`config.mk`:
```
export PLATFORM = sky130hd
export DESIGN_NAME = bcd_timer_bank
export DESIGN_NICKNAME = d
export VERILOG_FILES = /design/src/hw/bcd_timer_pkg.sv /design/src/hw/bcd_step.sv /design/src/hw/bcd_timer_bank.sv
export SDC_FILE = /design/constraint.sdc
export NUM_CORES = 1
export LEC_CHECK = 0
export BUFFER_PORTS_ARGS = -buffer_cell sky130_fd_sc_hd__clkbuf_2
export CAP_MARGIN = 20
export CORE_ASPECT_RATIO = 1.25
export CORE_UTILIZATION = 60
export CTS_CLUSTER_DIAMETER = 40
export DETAILED_ROUTE_END_ITERATION = 7
export PLACE_DENSITY_LB_ADDON = 0.12
export SLEW_MARGIN = 20
export SYNTH_ARGS = -nofsm -noshare
export SYNTH_HDL_FRONTEND = slang
export SYNTH_SLANG_ARGS = --single-unit
```
`constraint.sdc`:
```
create_clock -name CLK_SYS -period 6.2 [get_ports CLK_SYS]
set_input_delay 1.24 -clock CLK_SYS [delete_from_list [all_inputs] [get_ports CLK_SYS]]
set_output_delay 1.24 -clock CLK_SYS [all_outputs]
set_load 0.05 [all_outputs]
```
`src/hw/bcd_timer_pkg.sv`:
```
// Constants shared by the BCD timer and counter bank.
// Assumes one 100 MHz system clock; all values are packed BCD.

package bcd_timer_pkg;

  // Timebase, times in nanoseconds
  localparam int unsigned CLK_PERIOD_NS    = 10;
  localparam int unsigned FAST_TICK_NS     = 10_000_000;
  localparam int unsigned SLOW_TICK_NS     = 100_000_000;
  localparam int unsigned FAST_TICK_CYCLES = FAST_TICK_NS / CLK_PERIOD_NS;
  localparam int unsigned FAST_PER_SLOW    = SLOW_TICK_NS / FAST_TICK_NS;
  localparam int          PRESC_W          = 20;
  localparam int          DECADE_W         = 4;

  // BCD limits
  localparam logic [31:0] AT_MAX     = 32'h9999_9999;
  localparam logic [31:0] FT_MAX     = 32'h0999_9999;
  localparam logic [31:0] UD_MAX     = 32'h9999_9999;
  localparam logic [15:0] WORD_MAX   = 16'h9999;
  localparam logic [31:0] DWORD_ZERO = 32'h0000_0000;
  localparam logic [15:0] WORD_ZERO  = 16'h0000;
  localparam logic [3:0]  BCD_NINE   = 4'h9;
  localparam logic [3:0]  BCD_ZERO   = 4'h0;
  localparam logic [3:0]  BCD_ONE    = 4'h1;
  localparam int          WORD_DIGITS  = 4;
  localparam int          DWORD_DIGITS = 8;

  // Storage word map
  localparam int               IDX_W      = 11;
  localparam logic [IDX_W-1:0] SLOT_STEP  = 11'h001;
  localparam logic [IDX_W-1:0] CTR_OFFSET = 11'h3E8;  // 1000
  localparam logic [IDX_W-1:0] AT_NUM     = 11'h000;
  localparam logic [IDX_W-1:0] FT_NUM     = AT_NUM + 11'h002;
  localparam logic [IDX_W-1:0] SI_NUM     = FT_NUM + 11'h002;
  localparam logic [IDX_W-1:0] UC_NUM     = 11'h000;
  localparam logic [IDX_W-1:0] UD_NUM     = 11'h001;
  localparam logic [IDX_W-1:0] SC_NUM     = UD_NUM + 11'h002;
  localparam logic [IDX_W-1:0] UC_WORD    = UC_NUM + CTR_OFFSET;
  localparam logic [IDX_W-1:0] UD_WORD    = UD_NUM + CTR_OFFSET;
  localparam logic [IDX_W-1:0] SC_WORD    = SC_NUM + CTR_OFFSET;

endpackage

```
`src/hw/bcd_step.sv`:
```
// Packed BCD increment or decrement by one, any digit count.
// Combinational; the caller handles saturation at the range ends.
`timescale 1ns/1ps
`default_nettype none

module bcd_step
  import bcd_timer_pkg::*;
#(
  parameter int DIGITS = 4
)
(
  input  wire logic [4*DIGITS-1:0] val_in,   // Current value
  input  wire logic                down,     // High steps down
  output logic      [4*DIGITS-1:0] val_out   // Stepped value
);

  logic [DIGITS:0]   carry;
  logic [DIGITS-1:0] hit;

  assign carry[0] = 1'b1;

  // Carry or borrow ripples one decimal digit at a time
  for (genvar g = 0; g < DIGITS; g++)
  begin : dig
    logic [3:0] d;
    assign d          = val_in[4*g +: 4];
    assign hit[g]     = down ? (d == BCD_ZERO) : (d == BCD_NINE);
    assign carry[g+1] = carry[g] & hit[g];
    assign val_out[4*g +: 4] = !carry[g] ? d :
                               hit[g] ? (down ? BCD_NINE : BCD_ZERO) :
                               (down ? d - BCD_ONE : d + BCD_ONE);
  end

endmodule
`default_nettype wire

```
`src/hw/bcd_timer_bank.sv`:
```
// Bank of BCD timers and counters driven by scan-level inputs.
// Inputs are synchronous to CLK_SYS; edges are seen between cycles.
`timescale 1ns/1ps
`default_nettype none

module bcd_timer_bank
  import bcd_timer_pkg::*;
#(
  parameter int unsigned FAST_DIV = FAST_TICK_CYCLES
)
(
  input  wire logic             CLK_SYS,     // System clock
  input  wire logic             RST_N,       // Sync reset
  input  wire logic             AT_EN,       // Accum timer enable
  input  wire logic             AT_RST,      // Accum timer reset
  input  wire logic [31:0]      AT_PRESET,   // Accum timer preset
  input  wire logic             FT_EN,       // Fast timer enable
  input  wire logic             FT_RST,      // Fast timer reset
  input  wire logic [31:0]      FT_PRESET,   // Fast timer preset
  input  wire logic             SI_IN,       // Single timer input
  input  wire logic [15:0]      SI_PRESET,   // Single timer preset
  input  wire logic             UC_IN,       // Up counter count
  input  wire logic             UC_RST,      // Up counter reset
  input  wire logic [15:0]      UC_PRESET,   // Up counter preset
  input  wire logic             UD_UP,       // Up/down count up
  input  wire logic             UD_DOWN,     // Up/down count down
  input  wire logic             UD_RST,      // Up/down reset
  input  wire logic [31:0]      UD_PRESET,   // Up/down preset
  input  wire logic             SC_IN,       // Stage counter count
  input  wire logic             SC_CLR_CMD,  // Stage reset command
  input  wire logic [15:0]      SC_PRESET,   // Stage preset
  input  wire logic [IDX_W-1:0] RD_INDEX,    // Storage word index
  output logic      [15:0]      RD_DATA,     // Storage word
  output logic                  AT_DONE,     // Accum timer done
  output logic                  FT_DONE,     // Fast timer done
  output logic                  SI_DONE,     // Single timer done
  output logic                  UC_DONE,     // Up counter status
  output logic                  UD_DONE,     // Up/down status
  output logic                  SC_DONE      // Stage status
);

  localparam logic [PRESC_W-1:0]  PRESC_LAST  = PRESC_W'(FAST_DIV - 1);
  localparam logic [DECADE_W-1:0] DECADE_LAST = DECADE_W'(FAST_PER_SLOW - 1);

  logic [PRESC_W-1:0]  presc_reg;
  logic [DECADE_W-1:0] decade_reg;
  logic                fast_tick_reg;
  logic                slow_tick_reg;

  logic [31:0] at_reg, at_next, at_inc;
  logic [31:0] ft_reg, ft_next, ft_inc;
  logic [15:0] si_reg, si_next, si_inc;
  logic [15:0] uc_reg, uc_next, uc_inc;
  logic [31:0] ud_reg, ud_next, ud_step;
  logic [15:0] sc_reg, sc_next, sc_inc;
  logic        uc_in_reg, ud_up_reg, ud_dn_reg, sc_in_reg;
  logic        uc_edge, ud_up_edge, ud_dn_edge, sc_edge;
  logic        at_done_reg, ft_done_reg, si_done_reg;
  logic        uc_done_reg, ud_done_reg, sc_done_reg;
  logic [15:0] rd_data_reg;

  // Timebase: fast tick every 0.01 s, slow tick every tenth fast tick
  always_ff @(posedge CLK_SYS)
  begin
    if (!RST_N)
    begin
      presc_reg     <= '0;
      fast_tick_reg <= 1'b0;
    end
    else
    begin
      presc_reg     <= (presc_reg == PRESC_LAST) ? '0 : presc_reg + 1'b1;
      fast_tick_reg <= (presc_reg == PRESC_LAST);
    end
  end

  always_ff @(posedge CLK_SYS)
  begin
    if (!RST_N)
    begin
      decade_reg    <= '0;
      slow_tick_reg <= 1'b0;
    end
    else
    begin
      slow_tick_reg <= (presc_reg == PRESC_LAST) && (decade_reg == DECADE_LAST);
      if (presc_reg == PRESC_LAST)
        decade_reg <= (decade_reg == DECADE_LAST) ? '0 : decade_reg + 1'b1;
    end
  end

  // Edge detection of count inputs
  always_ff @(posedge CLK_SYS)
  begin
    if (!RST_N)
    begin
      uc_in_reg <= 1'b0;
      ud_up_reg <= 1'b0;
      ud_dn_reg <= 1'b0;
      sc_in_reg <= 1'b0;
    end
    else
    begin
      uc_in_reg <= UC_IN;
      ud_up_reg <= UD_UP;
      ud_dn_reg <= UD_DOWN;
      sc_in_reg <= SC_IN;
    end
  end

  assign uc_edge    = UC_IN & ~uc_in_reg;
  assign ud_up_edge = UD_UP & ~ud_up_reg;
  assign ud_dn_edge = UD_DOWN & ~ud_dn_reg;
  assign sc_edge    = SC_IN & ~sc_in_reg;

  // Decimal steppers
  bcd_step #(.DIGITS(DWORD_DIGITS)) u_at_step
  (
    .val_in  (at_reg),
    .down    (1'b0),
    .val_out (at_inc)
  );

  bcd_step #(.DIGITS(DWORD_DIGITS)) u_ft_step
  (
    .val_in  (ft_reg),
    .down    (1'b0),
    .val_out (ft_inc)
  );

  bcd_step #(.DIGITS(WORD_DIGITS)) u_si_step
  (
    .val_in  (si_reg),
    .down    (1'b0),
    .val_out (si_inc)
  );

  bcd_step #(.DIGITS(WORD_DIGITS)) u_uc_step
  (
    .val_in  (uc_reg),
    .down    (1'b0),
    .val_out (uc_inc)
  );

  bcd_step #(.DIGITS(DWORD_DIGITS)) u_ud_step
  (
    .val_in  (ud_reg),
    .down    (ud_dn_edge),
    .val_out (ud_step)
  );

  bcd_step #(.DIGITS(WORD_DIGITS)) u_sc_step
  (
    .val_in  (sc_reg),
    .down    (1'b0),
    .val_out (sc_inc)
  );

  // Next values of the timers
  always_comb
  begin
    at_next = at_reg;
    if (AT_RST)
      at_next = DWORD_ZERO;
    else if (AT_EN && slow_tick_reg && at_reg != AT_MAX)
      at_next = at_inc;
    ft_next = ft_reg;
    if (FT_RST)
      ft_next = DWORD_ZERO;
    else if (FT_EN && fast_tick_reg && ft_reg != FT_MAX)
      ft_next = ft_inc;
    si_next = si_reg;
    if (!SI_IN)
      si_next = WORD_ZERO;
    else if (slow_tick_reg && si_reg != WORD_MAX)
      si_next = si_inc;
  end

  // Next values of the counters
  always_comb
  begin
    uc_next = uc_reg;
    if (UC_RST)
      uc_next = WORD_ZERO;
    else if (uc_edge && uc_reg != WORD_MAX)
      uc_next = uc_inc;
    ud_next = ud_reg;
    if (UD_RST)
      ud_next = DWORD_ZERO;
    else if (ud_up_edge && !UD_DOWN && ud_reg != UD_MAX)
      ud_next = ud_step;
    else if (ud_dn_edge && !UD_UP && ud_reg != DWORD_ZERO)
      ud_next = ud_step;
    sc_next = sc_reg;
    if (SC_CLR_CMD)
      sc_next = WORD_ZERO;
    else if (sc_edge && sc_reg != WORD_MAX)
      sc_next = sc_inc;
  end

  // Current value storage
  always_ff @(posedge CLK_SYS)
  begin
    if (!RST_N)
    begin
      at_reg <= DWORD_ZERO;
      ft_reg <= DWORD_ZERO;
      si_reg <= WORD_ZERO;
    end
    else
    begin
      at_reg <= at_next;
      ft_reg <= ft_next;
      si_reg <= si_next;
    end
  end

  always_ff @(posedge CLK_SYS)
  begin
    if (!RST_N)
    begin
      uc_reg <= WORD_ZERO;
      ud_reg <= DWORD_ZERO;
      sc_reg <= WORD_ZERO;
    end
    else
    begin
      uc_reg <= uc_next;
      ud_reg <= ud_next;
      sc_reg <= sc_next;
    end
  end

  // Done and status bits: value at or above preset, off while cleared
  always_ff @(posedge CLK_SYS)
  begin
    if (!RST_N)
    begin
      at_done_reg <= 1'b0;
      ft_done_reg <= 1'b0;
      si_done_reg <= 1'b0;
      uc_done_reg <= 1'b0;
      ud_done_reg <= 1'b0;
      sc_done_reg <= 1'b0;
    end
    else
    begin
      at_done_reg <= !AT_RST && (at_next >= AT_PRESET);
      ft_done_reg <= !FT_RST && (ft_next >= FT_PRESET);
      si_done_reg <= SI_IN && (si_next >= SI_PRESET);
      uc_done_reg <= !UC_RST && (uc_next >= UC_PRESET);
      ud_done_reg <= !UD_RST && (ud_next >= UD_PRESET);
      sc_done_reg <= !SC_CLR_CMD && (sc_next >= SC_PRESET);
    end
  end

  // Storage word read port; double words keep the low half at the base
  always_ff @(posedge CLK_SYS)
  begin
    if (!RST_N)
      rd_data_reg <= WORD_ZERO;
    else
    begin
      case (RD_INDEX)
        AT_NUM:             rd_data_reg <= at_reg[15:0];
        AT_NUM + SLOT_STEP: rd_data_reg <= at_reg[31:16];
        FT_NUM:             rd_data_reg <= ft_reg[15:0];
        FT_NUM + SLOT_STEP: rd_data_reg <= ft_reg[31:16];
        SI_NUM:             rd_data_reg <= si_reg;
        UC_WORD:            rd_data_reg <= uc_reg;
        UD_WORD:            rd_data_reg <= ud_reg[15:0];
        UD_WORD + SLOT_STEP: rd_data_reg <= ud_reg[31:16];
        SC_WORD:            rd_data_reg <= sc_reg;
        default:            rd_data_reg <= WORD_ZERO;
      endcase
    end
  end

  assign RD_DATA = rd_data_reg;
  assign AT_DONE = at_done_reg;
  assign FT_DONE = ft_done_reg;
  assign SI_DONE = si_done_reg;
  assign UC_DONE = uc_done_reg;
  assign UD_DONE = ud_done_reg;
  assign SC_DONE = sc_done_reg;
endmodule
`default_nettype wire

```
=== After elaboration in Yosys (flattened, before gate mapping) ===
Cells that the tools add are included.

* Register bits after elaboration: 196
* Logic and storage cells: 292
* Bits of input ports: 169

* Magnitude comparators: 6
* Eq/ne operators: 52
* Multiplexer cells: 98
* Bitwise logic cells: 33
* Add/subtract/negate cells: 46
* Reduce and logical (&&, ||, !) cells: 36

{| class="wikitable"
|+ Operators by type and width
! kind !! count
|-
| two-way mux 4 bit || 76
|-
| two-way mux 32 bit || 7
|-
| adder 4 x 1 -> 4 bit (second input constant) || 37
|-
| equality test 4 bit (second input constant) || 37
|-
| one-hot mux 16 bit (9 select lines) || 1
|-
| >= comparator 32 bit || 3
|-
| two-way mux 16 bit || 6
|-
| != test 32 bit (second input constant) || 2
|-
| >= comparator 16 bit || 3
|-
| != test 16 bit (second input constant) || 3
|-
| equality test 11 x 10 -> 1 bit (second input constant) || 4
|-
| zero test 4 bit || 8
|-
| != test 32 x 28 -> 1 bit (second input constant) || 1
|-
| nonzero test 32 bit || 1
|-
| subtractor 4 x 1 -> 4 bit (second input constant) || 8
|-
| bitwise AND 1 bit || 28
|-
| equality test 11 x 2 -> 1 bit (second input constant) || 2
|-
| adder 20 x 1 -> 20 bit (second input constant) || 1
|-
| equality test 20 bit (second input constant) || 1
|-
| logical AND 1 bit || 18
|-
| equality test 11 x 1 -> 1 bit (second input constant) || 1
|-
| equality test 11 x 3 -> 1 bit (second input constant) || 1
|-
| zero test 11 bit || 1
|-
| two-way mux 1 bit || 8
|-
| 3 further kinds || 13
|}

=== Longest topological paths before layout ===
* Depth after elaboration: 15
* Depth in mapped cells: 20
* Mapped depth without buffers: 16

=== By module ===
Synthesis repeated with hierarchy kept, for this count alone.

* Cells, all modules: 2,447
* Area, all modules: 19,603.8 um^2

{| class="wikitable"
|+ By module, submodules not included
! module !! area an instance (um^2) !! sequential area each (um^2) !! instances !! cells each
|-
| bcd_timer_bank || 12,553.3 || 3,923.8 || 1 || 1,494
|-
| bcd_step (u_at_step ...) || 1,580.3 || 0.0 || 2 || 220
|-
| bcd_step (u_sc_step ...) || 773.2 || 0.0 || 3 || 99
|-
| bcd_step (u_ud_step) || 1,570.3 || 0.0 || 1 || 216
|}

=== Least setup slack after synthesis ===
No wires, ideal clock.

* Kind: input port to flip-flop
* Start point: input port UD_DOWN
* End point: register ud_done_reg (netlist: UD_DONE)
* Slack: 1.496 ns
* Arrival time: 4.630 ns
* Buffers on the path: 4
* Cell stages on the path: 17
* Cells stage by stage: nand2b_1 buf_2 clkbuf_1 clkbuf_1 buf_1 xnor2_1 ha_1 nor3_1 a21oi_1 or4_1 a21oi_1 ha_1 nand4_1 or2_2 a2111oi_0 o41ai_1 a31oi_1

* Elaborated cells between the ends (all ways): 49
* Those cells by class: order compare (1); mux (35); bitwise (7); reduce/logical (6)

{| class="wikitable"
|+ RTL lines
! element !! RTL line !! source
|-
| from (decl) || bcd_timer_bank.sv:26 || <nowiki>input wire logic UD_DOWN,</nowiki>
|-
| bitwise AND 1 bit || bcd_timer_bank.sv:113 || <nowiki>assign ud_dn_edge = UD_DOWN & ~ud_dn_reg;</nowiki>
|-
| two-way mux 1 bit || bcd_step.sv:27 || <nowiki>assign hit[g] = down ? (d == BCD_ZERO) : (d == BCD_NINE);</nowiki>
|-
| bitwise AND 1 bit (3 in a row) || bcd_step.sv:28 || <nowiki>assign carry[g+1] = carry[g] & hit[g];</nowiki>
|-
| two-way mux 4 bit || bcd_step.sv:29 || <nowiki>assign val_out[4*g +: 4] = !carry[g] ? d :</nowiki>
|-
| two-way mux 32 bit || bcd_timer_bank.sv:192 || <nowiki>else if (ud_dn_edge && !UD_UP && ud_reg != DWORD_ZERO)</nowiki>
|-
| two-way mux 32 bit (*) || bcd_timer_bank.sv:190 || <nowiki>else if (ud_up_edge && !UD_DOWN && ud_reg != UD_MAX)</nowiki>
|-
| two-way mux 32 bit (*) || bcd_timer_bank.sv:188 || <nowiki>if (UD_RST)</nowiki>
|-
| via ud_next[18] || bcd_timer_bank.sv:54 || <nowiki>logic [31:0] ud_reg, ud_next, ud_step;</nowiki>
|-
| >= comparator 32 bit (*) || bcd_timer_bank.sv:252 || <nowiki>ud_done_reg <= !UD_RST && (ud_next >= UD_PRESET);</nowiki>
|-
| logical AND 1 bit (*) || bcd_timer_bank.sv:252 ||
|-
| to (signal assigned) || bcd_timer_bank.sv:252 ||
|-
| to (decl) || bcd_timer_bank.sv:59 || <nowiki>logic uc_done_reg, ud_done_reg, sc_done_reg;</nowiki>
|}

The timed path passes the listed nets; every way through them passes the cells marked *.
A chain may end at the register's enable or synchronous reset.

=== Final worst setup path ===
* Start point: input port UD_DOWN
* End point: register ud_done_reg (netlist: UD_DONE)

* Word-level cells in the longest chain between the ends: 14
* Elaborated cells between the ends (all ways): 49
* Those cells by class: order compare (1); mux (35); bitwise (7); reduce/logical (6)

{| class="wikitable"
|+ RTL lines
! element !! RTL line
|-
| bitwise AND 1 bit || bcd_timer_bank.sv:113
|-
| two-way mux 1 bit || bcd_step.sv:27
|-
| bitwise AND 1 bit (6 in a row) || bcd_step.sv:28
|-
| two-way mux 4 bit || bcd_step.sv:29
|-
| two-way mux 32 bit || bcd_timer_bank.sv:192
|-
| two-way mux 32 bit (*) || bcd_timer_bank.sv:190
|-
| two-way mux 32 bit (*) || bcd_timer_bank.sv:188
|-
| via ud_next[29] || bcd_timer_bank.sv:54
|-
| >= comparator 32 bit (*) || bcd_timer_bank.sv:252
|-
| logical AND 1 bit (*) || bcd_timer_bank.sv:252
|}

Marked as above.

==> metrics.txt <==
area of the core 0.02450 mm^2; final count of negative-setup-slack endpoints 0; time the worst path needs with I/O delays and setup 4.805 ns; maximum number of pins on one net before global-route repair 39; register bit total from synthesis 196; outcome finished, final reports clean; areal power density over the cells 157.7 mW/mm^2; horizontal die dimension between 100 and 150 um; top-area cell type share of the netlist area 0.2617; sequential fraction of the synthesis area 0.2617; CTS tree yes; DRC violation total after the first TritonRoute iteration 928; starting utilization of the core area 0.6119; number of buffers on the longest clock path 2; clock slew at reported path FFs 0.09 ns; floorplan die height 178.7 um; total detailed-routing wirelength 42140 um; routed via count 14626; hold bufs inserted after CTS 0; type of the worst min-delay path flop to flop; area of the die between 0.02 and 0.03 mm^2; Boundary Pins ~190; clock insertion delay at the later pin of the skew report 0.45 ns; total track usage 0.3354; capture point of the worst path UD_DONE; sequential standard cell area 0.003924 mm^2; total DRC errors in the routed layout 0; total clock sinks 196; library cell with the largest summed area after synthesis dfxtp_1; smallest setup slack after layout approximately 1.4 ns; first-pass detailed-route iteration total 7; data required time at the worst endpoint around 6.5 ns; leftover overflow at the end of global routing 0; minimum setup slack after placement between 0.9 and 1 ns; global-route wire length before repair 67560 um; Setup Total Neg Slack 0 ns; leading post-synthesis cells by instance count nor2_1 (297), dfxtp_1 (196), inv_1 (173), ha_1 (161), nand2_1 (90); Async S/R FF share, synth 0; number of resized instances in the post-cts repair step 0; mapped cell area 0.01499 mm^2; number of nets with antenna violations after routing 0; layout overhead on the synthesized area 11.07%; most instantiated flip-flop cell in the synthesis netlist dfxtp_1; Net Count, Synth approximately 2300; count of yosys warnings during synthesis 0; total clock buffers created by CTS 17; number of cells on the worst reg-to-reg path 15; Worst setup EP type flop; Max Clk Rate ~210 MHz; Layout Nets 2412; Avg Cell Area, Syn 7.693 um^2; number of fillers in the final layout 2186; count leader, synth nor2_1; final count of hold timing violations 0; fraction of layout instances using a drive strength above 1 0.1347; Final Max Slew Viols 0; transition at the pin with the smallest max-transition slack 1.005 ns; MaxCap Viol Count 0; critical path start-end classification input pin to flop; capture instance of the worst register-to-register path UD_DONE; number of flops mapped to enable cells by yosys 0; RSZ-0062 raised after global routing false; Final period util 0.7751; VDD IR max 167.2 uV; leakage power total approximately 7.4 nW; Core Util, Final 0.6796; most area-consuming cells after synthesis dfxtp_1 (26%), ha_1 (13%), nor2_1 (7.4%); vias in the first global route 13758; number of H-tree levels 4; post-CTS setup buffers 0; vias per cell approximately 6.0; CTS root buf clkbuf_16; distinct cell type count of the synthesized netlist 85; worst-case clock skew 0.01998 ns; synthesized instance count 1949; worst-case register-to-register setup slack 1.93 ns; kind of start point of the critical path input pin; signal arrival time at the worst endpoint 5.14 ns; total area of multi-input combinational cells 0.01006 mm^2; antenna violations before repair 0; Slew HR 0.3285; RD Place Congestion 0.9760; number of port buffers 190; worst-path fanout max 12; number of standard-cell rows in the floorplan 64; worst flop-to-flop path startpoint ud_dn_reg; wire length per cell 17.38 um; half-perimeter wire length of the detailed placement result 33230 um; critical path launch point UD_DOWN
power by group:
group | leakage [nW] | switching (mW) | internal, mW
sequential | 1.58 | 0.00615 | 1.26
clock | 0.280 | 0.521 | 0.572
combinational | 5.56 | 0.154 | 0.110
per-layer routing:
layer / vias to the layer above / track usage / routed length (um)
met1: 6764 / 0.3863 / 16670
met2: 573 / 0.5995 / 20840
met4: 0 / 0.1720 / 2055
li1: 7148 / - / -
met5: - / 0 / 0
met3: 141 / 0.04781 / 2574
how the worst min path moves through the flow:
stage	start	to	slack, ns	cells after the start
6_report	presc_reg[0]	presc_reg[0]	0.48	1
5_1_grt	decade_reg[0]	slow_tick_reg	0.50	2
4_1_cts	presc_reg[0]	presc_reg[0]	0.48	1
3_5_place_dp	presc_reg[0]	presc_reg[0]	0.46	1
3_3_place_gp	presc_reg[0]	presc_reg[0]	0.45	1
2_1_floorplan	presc_reg[0]	presc_reg[0]	0.43	1
critical path, cell delays in order:
cell and delay, ns:
clkbuf_2 0.12, nand2b_1 0.30, buf_4 0.31, nor3_1 0.25, o21ai_0 0.28, or4_1 0.62
a21oi_1 0.36, a21oi_1 0.15, nor3_1 0.24, ha_1 0.30, a21o_1 0.19, a21o_1 0.16
a21oi_1 0.18, o21ai_0 0.14, nor3_1 0.18, a31oi_1 0.11
cells by family (layout without fill, tap and decap cells):
kind of cell               count (synthesis)  after routing  synth area share
and+or+nand+nor                          808            808            0.2766
DFF                                      196            196            0.2617
xor gates and xnor gates                  92             92           0.05374
other                                      0              1                 0
muxes                                     40             40           0.03188
buffers and inverters                    261            406           0.06759
AOI/OAI and AO/OA                        391            391            0.1741
adders and majority gates                161            161            0.1344
area by class of cell:
cell class / count / area share
Multi-Input combinational cell: 1492 / 0.6041
Clock inverter: 12 / 0.007288
Antenna cell: 1 / 0.0001503
Clock buffer: 19 / 0.02660
Timing Repair Buffer: 202 / 0.06251
Inverter: 173 / 0.03899
Tap cell: 330 / 0.02479
Sequential cell: 196 / 0.2356
cell usage in the layout, fill, tap and decap left out, drive strengths merged, types with 49 or more instances in the layout:
cell | synthesis | routed
dfxtp | 196 | 196
nor3 | 70 | 70
a21oi | 89 | 89
a21o | 49 | 49
o21ai | 84 | 84
nor2 | 298 | 298
inv | 173 | 178
clkbuf | 70 | 209
ha | 161 | 161
nand2 | 90 | 90
xnor2 | 58 | 58
stage by stage:
stage          std cells  cell area (um^2)  hold WS (ns)  total power, mW
6_report            2425             16650        0.4759            2.626
5_1_grt             2424             16650        0.5046            2.720
4_1_cts             2424             16650        0.4777            2.633
3_5_place_dp        2393             16080        0.4609            1.561
3_3_place_gp        2393             16080        0.4469            1.552
2_1_floorplan       1949             14990        0.4298            1.459
Note: power is estimated with default switching activity, not from simulation.
